**src/bcc_params.svh**
```systemverilog
// Constants for the block check generator and checker.
// Behaviour
// - Generate a 16-bit check word per block with polynomial x16+x15+x2+1.
// - Separate check words for header and data, each right after its block.
// - Feed bits LSB of first byte first; first bit is highest-order term.
// - Dividend is block followed by sixteen zero bits (block times x16).
// - Highest degree 63 for header, eight times count plus fifteen for data.
// - Modulo-2 division by XOR; keep 16-bit remainder, drop quotient.
// - Send remainder x15 first: byte one x8..x15, byte two x0..x7.
// - On receive compare recomputed check with received bytes; flag difference.
// - Alternatively divide including check bytes; nonzero remainder is an error.
// - Byte-parallel result equals serial; first byte LSB is highest term.
// - Flag every burst error of sixteen bits or fewer.
// - Flag every error inverting an odd number of bits.
`ifndef BCC_PARAMS_SVH
`define BCC_PARAMS_SVH
`define BCC_W         16
`define BCC_POLY      16'h8005
`define BCC_POLY_REFL 16'hA001
`define BCC_ZERO      16'h0000
`define BCC_HDR_BYTES 6
`define BCC_MAX_COUNT 4093
`endif

```
**src/bcc_pkg.sv**
```systemverilog
// Types shared by the block check generator and checker.
package bcc_pkg;
	// One byte offered by the framing logic.
	typedef struct packed {
		logic       valid;
		logic       last;
		logic       is_data;
		logic [7:0] data;
	} bcc_byte_t;
	// Result of a receive check.
	typedef struct packed {
		logic        done;
		logic        err_cmp;
		logic        err_rem;
		logic [15:0] word;
	} bcc_result_t;
	typedef enum logic [1:0] {
		BCC_IDLE,
		BCC_BODY,
		BCC_CK1,
		BCC_CK2
	} bcc_state_t;
endpackage

```
**src/bcc_step.sv**
```systemverilog
// One byte step of the block check remainder.
`timescale 1ns/1ps
`include "bcc_params.svh"
module bcc_step (
	// Remainder in and byte in.
	input  wire logic [15:0] rem_in,
	input  wire logic [7:0]  byte_in,
	// Remainder after eight bits.
	output logic      [15:0] rem_out
);
	// Reflected register: bit 15-k holds the x^k coefficient, so a right shift raises degree.
	function automatic logic [15:0] step8(input logic [15:0] r, input logic [7:0] b);
		logic [15:0] x;
		logic        fb;
		x = r;
		for (int i = 0; i < 8; i++) begin
			fb = x[0] ^ b[i];
			x  = {1'b0, x[15:1]};
			if (fb) begin
				x = x ^ `BCC_POLY_REFL;
			end
		end
		return x;
	endfunction

	// Byte-parallel form of the serial division.
	assign rem_out = step8(rem_in, byte_in);
endmodule

```
**src/bcc_crc16.sv**
```systemverilog
// Block check generator and checker for header and data blocks.
`timescale 1ns/1ps
`include "bcc_params.svh"
module bcc_crc16 (
	// Clock, reset and enable.
	input  wire logic             mclk,
	input  wire logic             srst,
	input  wire logic             ce,
	// Mode: high checks received blocks, low generates.
	input  wire logic             rx_mode,
	// Byte stream from framing.
	input  wire bcc_pkg::bcc_byte_t in_byte,
	output logic                  in_ready,
	// Transmit check bytes.
	output logic                  ck_valid,
	output logic [7:0]            ck_byte,
	output logic                  ck_last,
	input  wire logic             ck_ready,
	// Receive result.
	output bcc_pkg::bcc_result_t  result
);
	bcc_pkg::bcc_state_t st_q, st_d;
	logic [15:0] rem_q, rem_d, step_out, hold_q, hold_d;
	logic [15:0] rx_ck_q, rx_ck_d;
	logic [7:0]  ck_byte_q;
	logic        rx_q;
	bcc_pkg::bcc_result_t res_q, res_d;
	logic [15:0] sent_word;
	wire         take = ce && in_byte.valid && in_ready;

	// Byte step.
	bcc_step u_step (
		.rem_in  (st_q == bcc_pkg::BCC_IDLE ? `BCC_ZERO : rem_q),
		.byte_in (in_byte.data),
		.rem_out (step_out)
	);

	// Reorder so bit 15 is x^15 for output.
	assign sent_word = {<<{hold_q}};

	// Handshakes: body accepted in idle/body; in rx mode check bytes are also input.
	assign in_ready = (st_q == bcc_pkg::BCC_IDLE) || (st_q == bcc_pkg::BCC_BODY) ||
	                  (rx_q && (st_q == bcc_pkg::BCC_CK1 || st_q == bcc_pkg::BCC_CK2));
	assign ck_valid = !rx_q && (st_q == bcc_pkg::BCC_CK1 || st_q == bcc_pkg::BCC_CK2);
	assign ck_byte  = ck_byte_q;
	assign ck_last  = st_q == bcc_pkg::BCC_CK2;
	assign result   = res_q;

	// Next-state logic.
	always_comb begin
		st_d    = st_q;
		rem_d   = rem_q;
		hold_d  = hold_q;
		rx_ck_d = rx_ck_q;
		res_d   = res_q;
		res_d.done = 1'b0;
		case (st_q)
			bcc_pkg::BCC_IDLE, bcc_pkg::BCC_BODY: begin
				if (take) begin
					rem_d = step_out;
					st_d  = bcc_pkg::BCC_BODY;
					if (in_byte.last) begin
						hold_d = step_out;
						st_d   = bcc_pkg::BCC_CK1;
					end
				end
			end
			bcc_pkg::BCC_CK1: begin
				if (rx_q && take) begin
					rx_ck_d[15:8] = in_byte.data;
					rem_d         = step_out;
					st_d          = bcc_pkg::BCC_CK2;
				end else if (!rx_q && ce && ck_ready) begin
					st_d = bcc_pkg::BCC_CK2;
				end
			end
			default: begin
				if (rx_q && take) begin
					res_d.done    = 1'b1;
					res_d.word    = sent_word;
					// First received byte carries the low half of the reflected register.
					res_d.err_cmp = {in_byte.data, rx_ck_q[15:8]} != hold_q;
					res_d.err_rem = step_out != `BCC_ZERO;
					rem_d         = `BCC_ZERO;
					st_d          = bcc_pkg::BCC_IDLE;
				end else if (!rx_q && ce && ck_ready) begin
					rem_d = `BCC_ZERO;
					st_d  = bcc_pkg::BCC_IDLE;
				end
			end
		endcase
	end

	// State registers.
	always_ff @(posedge mclk) begin
		if (srst) begin
			st_q      <= bcc_pkg::BCC_IDLE;
			rem_q     <= `BCC_ZERO;
			hold_q    <= `BCC_ZERO;
			rx_ck_q   <= `BCC_ZERO;
			res_q     <= '0;
			rx_q      <= 1'b0;
			ck_byte_q <= 8'h00;
		end else if (ce) begin
			st_q    <= st_d;
			rem_q   <= rem_d;
			hold_q  <= hold_d;
			rx_ck_q <= rx_ck_d;
			res_q   <= res_d;
			if (st_q == bcc_pkg::BCC_IDLE) begin
				rx_q <= rx_mode;
			end
			if (st_d == bcc_pkg::BCC_CK1) begin
				ck_byte_q <= hold_d[7:0];
			end else if (st_d == bcc_pkg::BCC_CK2) begin
				ck_byte_q <= hold_q[15:8];
			end
		end
	end

	// Check bytes carry x^15 first, x^8..x^15 in byte one.
	a_ck_order: assert property (@(posedge mclk) disable iff (srst)
		(ck_valid && !ck_last && ce && ck_ready) |=> (ck_byte == hold_q[15:8]))
		else $error("second check byte wrong");
	// Remainder clears after each block.
	a_rem_clear: assert property (@(posedge mclk) disable iff (srst)
		(ce && st_q == bcc_pkg::BCC_CK2 && st_d == bcc_pkg::BCC_IDLE) |=> rem_q == `BCC_ZERO)
		else $error("remainder not cleared");
	// Check bytes follow the last byte.
	a_ck_follow: assert property (@(posedge mclk) disable iff (srst)
		(take && in_byte.last && st_q != bcc_pkg::BCC_CK1 && st_q != bcc_pkg::BCC_CK2 &&
		 !(st_q == bcc_pkg::BCC_IDLE ? rx_mode : rx_q))
		|=> ck_valid && !ck_last)
		else $error("check byte missing");
	// Both receive checks agree.
	a_rx_agree: assert property (@(posedge mclk) disable iff (srst)
		res_q.done |-> res_q.err_cmp == res_q.err_rem)
		else $error("receive checks disagree");
	// The done flag stands for one enabled cycle only.
	a_done_pulse: assert property (@(posedge mclk) disable iff (srst)
		(ce && res_q.done) |=> !res_q.done)
		else $error("done flag held too long");
	// Body bytes are refused while transmit check bytes are pending.
	a_tx_refuse: assert property (@(posedge mclk) disable iff (srst)
		(!rx_q && (st_q == bcc_pkg::BCC_CK1 || st_q == bcc_pkg::BCC_CK2)) |-> !in_ready)
		else $error("byte accepted during check bytes");
endmodule

```
**config.mk**
```make
export PLATFORM = sky130hd
export DESIGN_NAME = bcc_crc16
export DESIGN_NICKNAME = d
export VERILOG_FILES = /design/src/bcc_pkg.sv /design/src/bcc_step.sv /design/src/bcc_crc16.sv
export VERILOG_INCLUDE_DIRS = /design/src
export SDC_FILE = /design/constraint.sdc
export NUM_CORES = 1
export LEC_CHECK = 0
export BUFFER_PORTS_ARGS = -buffer_cell sky130_fd_sc_hd__buf_2
export CORE_AREA = 2 2 81 103
export CTS_CLUSTER_DIAMETER = 120
export CTS_CLUSTER_SIZE = 10
export DETAILED_ROUTE_END_ITERATION = 6
export DIE_AREA = 0 0 83 105
export GPL_ROUTABILITY_DRIVEN = 0
export SLEW_MARGIN = 25
export SYNTH_ARGS = -nofsm -noshare
export SYNTH_HDL_FRONTEND = slang
export SYNTH_SLANG_ARGS = --single-unit
```
**constraint.sdc**
```tcl
create_clock -name mclk -period 2.6 [get_ports mclk]
set_input_delay 0.26 -clock mclk [delete_from_list [all_inputs] [get_ports mclk]]
set_output_delay 0.26 -clock mclk [all_outputs]
set_load 0.005 [all_outputs]
```
==> run summary <==
Rel. slew slack -> 0.652
Worst Reg-to-Reg Cells -> 6
Critical Path RT -> 2860 ps
Number of synthesized flops with an enable pin -> 0
Post-CTS setup buffer count -> 0
Clock skew -> 11.6 ps
DRC viols -> 0
Critical R2R Launch -> st_q[1]
Period utilisation layout -> 0.845
Pre-CTS WS -> 436 ps
Wire length on met1 -> 3910 um
Post-Synth Simple-Gate Area -> 0.237
Post-CTS resize count -> 0
TritonRoute pass-1 iters -> 5
Synth unique cells -> 41
Synth Area in Compound Gates -> 0.125
Syn nets -> 436
Final antenna-violating net count -> 0
GR Overflow Total -> 0
CTS buffer count -> 9
Final setup vio count -> 0
Largest net degree at the start of global routing -> 35
Cell Chain, Critical Path -> nor2_1 -> nor2_1 -> xnor2_1 -> xnor3_2 -> xnor2_1 -> a2111oi_2
Vias -> 2,970
XOR/XNOR share of the synthesized area -> 0.134
Share of cells above drive strength 1 -> 0.181
Row count -> 36
Top layer in use -> met4
IO Pins -> 46
F_max -> 455 MHz
Post-synth ARST share -> 0
Synth top area share -> 0.410
Post-Synth Adder-Cell Area -> 0
Met2 WL -> 4080 um
Flop2flop setup slack -> 400 ps
CP max FO -> 13
Leakage Power -> 1.48 nW
CORE AREA -> 7700 um2
Multiplexer area fraction after synthesis -> 0.0574
Fill count -> 767
Nets -> 476
Most frequent cells in the layout -> nand2_1 (78), dfxtp_1 (70), a21oi_1 (50)
WHS Path Cells -> 3
Die Y -> 105 um
Antenna fix cells -> 0
Seq/Total Area, Yosys -> 0.410
RSZ-0062 raised after global routing -> false
Mapped Area -> 3420 um2
Cells after Synth -> 420
Least-Margin Pin Slew -> 518 ps
Hold Vio Cnt, Final -> 0
Placed cell count -> 544
First-pass GRT wire length -> 13,800 um
Htree depth -> 3
DIE AREA -> 8720 um2
CP Class -> reg2reg
WHS -> 172 ps
Fin crit period -> 2200 ps
Outcome -> completed
Met3 Wirelength -> 375 um
Clock Pin Slew Worst Setup and Hold Paths -> 80 ps
Hpwl dp -> 6290 um
Post-synth top area cell -> dfxtp_1
Layout overhead on the synthesized area -> 14.7%
Hold Path End -> rx_q
VDD IR max -> 0.000284 V
Syn Area/Cell -> 8.14 um2
TNS Setup -> 0 ps
Commonest non-fill, non-tap cell in the layout -> nand2_1
Primary FF master, synth -> dfxtp_1
Largest family of logic cells by synthesized area -> simple AND/OR/NAND/NOR gates
Arr. time, crit path -> 2460 ps
Max Buffers Root-to-Sink -> 2
Power Dens Cells -> 593 nW/um2
PortBufs -> 44
Clock sinks -> 70
Top post-synthesis cells by area -> dfxtp_1 (41%), xnor2_1 (11%), nand2_1 (8.6%)
Worst path max stage delay -> 560 ps
Starting Density -> 0.444
Worst Setup Start Kind -> flip-flop
Drt total wl -> 8550 um
Insertion delay to the later sink of the worst-skew pair -> 360 ps
R2r endpoint -> ck_byte[0]
Min setup slack post-route -> 402 ps
Max Cap Violations -> 0
Vias per cell -> 5.30
CTS tree -> yes
Yosys warning total -> 0
Nature of the critical path endpoint -> flip-flop
Initial antenna violation count -> 0
Gr usage total -> 0.199
Min-delay worst type -> in2reg
Chip width -> 83 um
Pwr Total -> 2.33 mW
#FFs+latches synth -> 70
Hold path start -> rx_mode
CTS root buf -> clkbuf_8
Avg WL per Cell -> 15.3 um
CTS hold repair buffers -> 0
Max-slew violations -> 0
Non-filler cells, final -> 560
Iteration-0 DRC Markers -> 218
Critical Path Slowest Stage Cell -> dfxtp_1
Vias in the first global route -> 2,713
-- kinds of logic after synthesis --
logic type      count (synthesis)
flops                          70
xor+xnor                       49
mux                            19
buf+inv                        32
simple gates                  177
compound gates                 73
-- cell type report --
| type | instances | area (um2) | share of cell area |
|---|---|---|---|
| inverters | 6 | 22.5 | 0.00574 |
| clock inverters | 7 | 58.8 | 0.0150 |
| multi-input cells | 318 | 1890 | 0.483 |
| well taps | 95 | 119 | 0.0303 |
| repair buffers | 55 | 303 | 0.0772 |
| clock buffers | 9 | 124 | 0.0316 |
| flip-flops and latches | 70 | 1400 | 0.357 |
-- per-stage QoR --
step | utilization | cell area [um2]
after floorplan | - | 3420
after global placement | 0.485 | 3740
after detailed placement | 0.485 | 3740
after CTS | 0.509 | 3920
after global routing | 0.509 | 3920
final | 0.509 | 3920
-- flip-flops by register name, summed over array words and instances, names as in the netlist --
name / cells
st_q: 2
hold_q: 16
ck_byte: 8
rx_q: 1
rx_ck_q: 8
rem_q: 16
result: 19
-- synth_stat cells (all sizes together), types with 5 or more instances --
cell    number
buf          6
xor2         5
nand4        6
inv          6
a21oi       50
clkbuf      20
xnor2       42
nor4         5
mux2         5
dfxtp       70
nand3b       8
o21ai        5
nor3         7
nor2        39
nand2       79
mux2i       14
nand3       21
-- power by group --
group	internal [mW]	switching, mW
clock network	0.363	0.474
registers	1.10	0.0348
logic	0.146	0.208
total	1.61	0.717
-- critical path: cells and delay by family (launching register included) --
family / cells / cell delay [ps]
XOR/XNOR: 3 / 920
flip-flops: 1 / 560
AO/OA/AOI/OAI: 1 / 350
AND/OR/NAND/NOR: 2 / 280
-- worst max-delay path by stage --
stage	start	to	slack [ps]	cells past startpoint
final	st_q[1]	ck_byte[0]	400	6
after global routing	st_q[1]	ck_byte[0]	200	6
after CTS	st_q[1]	ck_byte[0]	410	6
after detailed placement	rem_q[5]	ck_byte[0]	440	6
after global placement	st_q[1]	ck_byte[0]	470	6
after floorplan	rem_q[5]	ck_byte[0]	630	6
-- routing by layer --
metal / up-vias / global-route usage
met4: 0 / 0.0878
li1: 1507 / -
met3: 15 / 0.0371
met5: - / 0
met2: 87 / 0.319
met1: 1361 / 0.261
No activity file was read; power rests on OpenSTA's default activity.
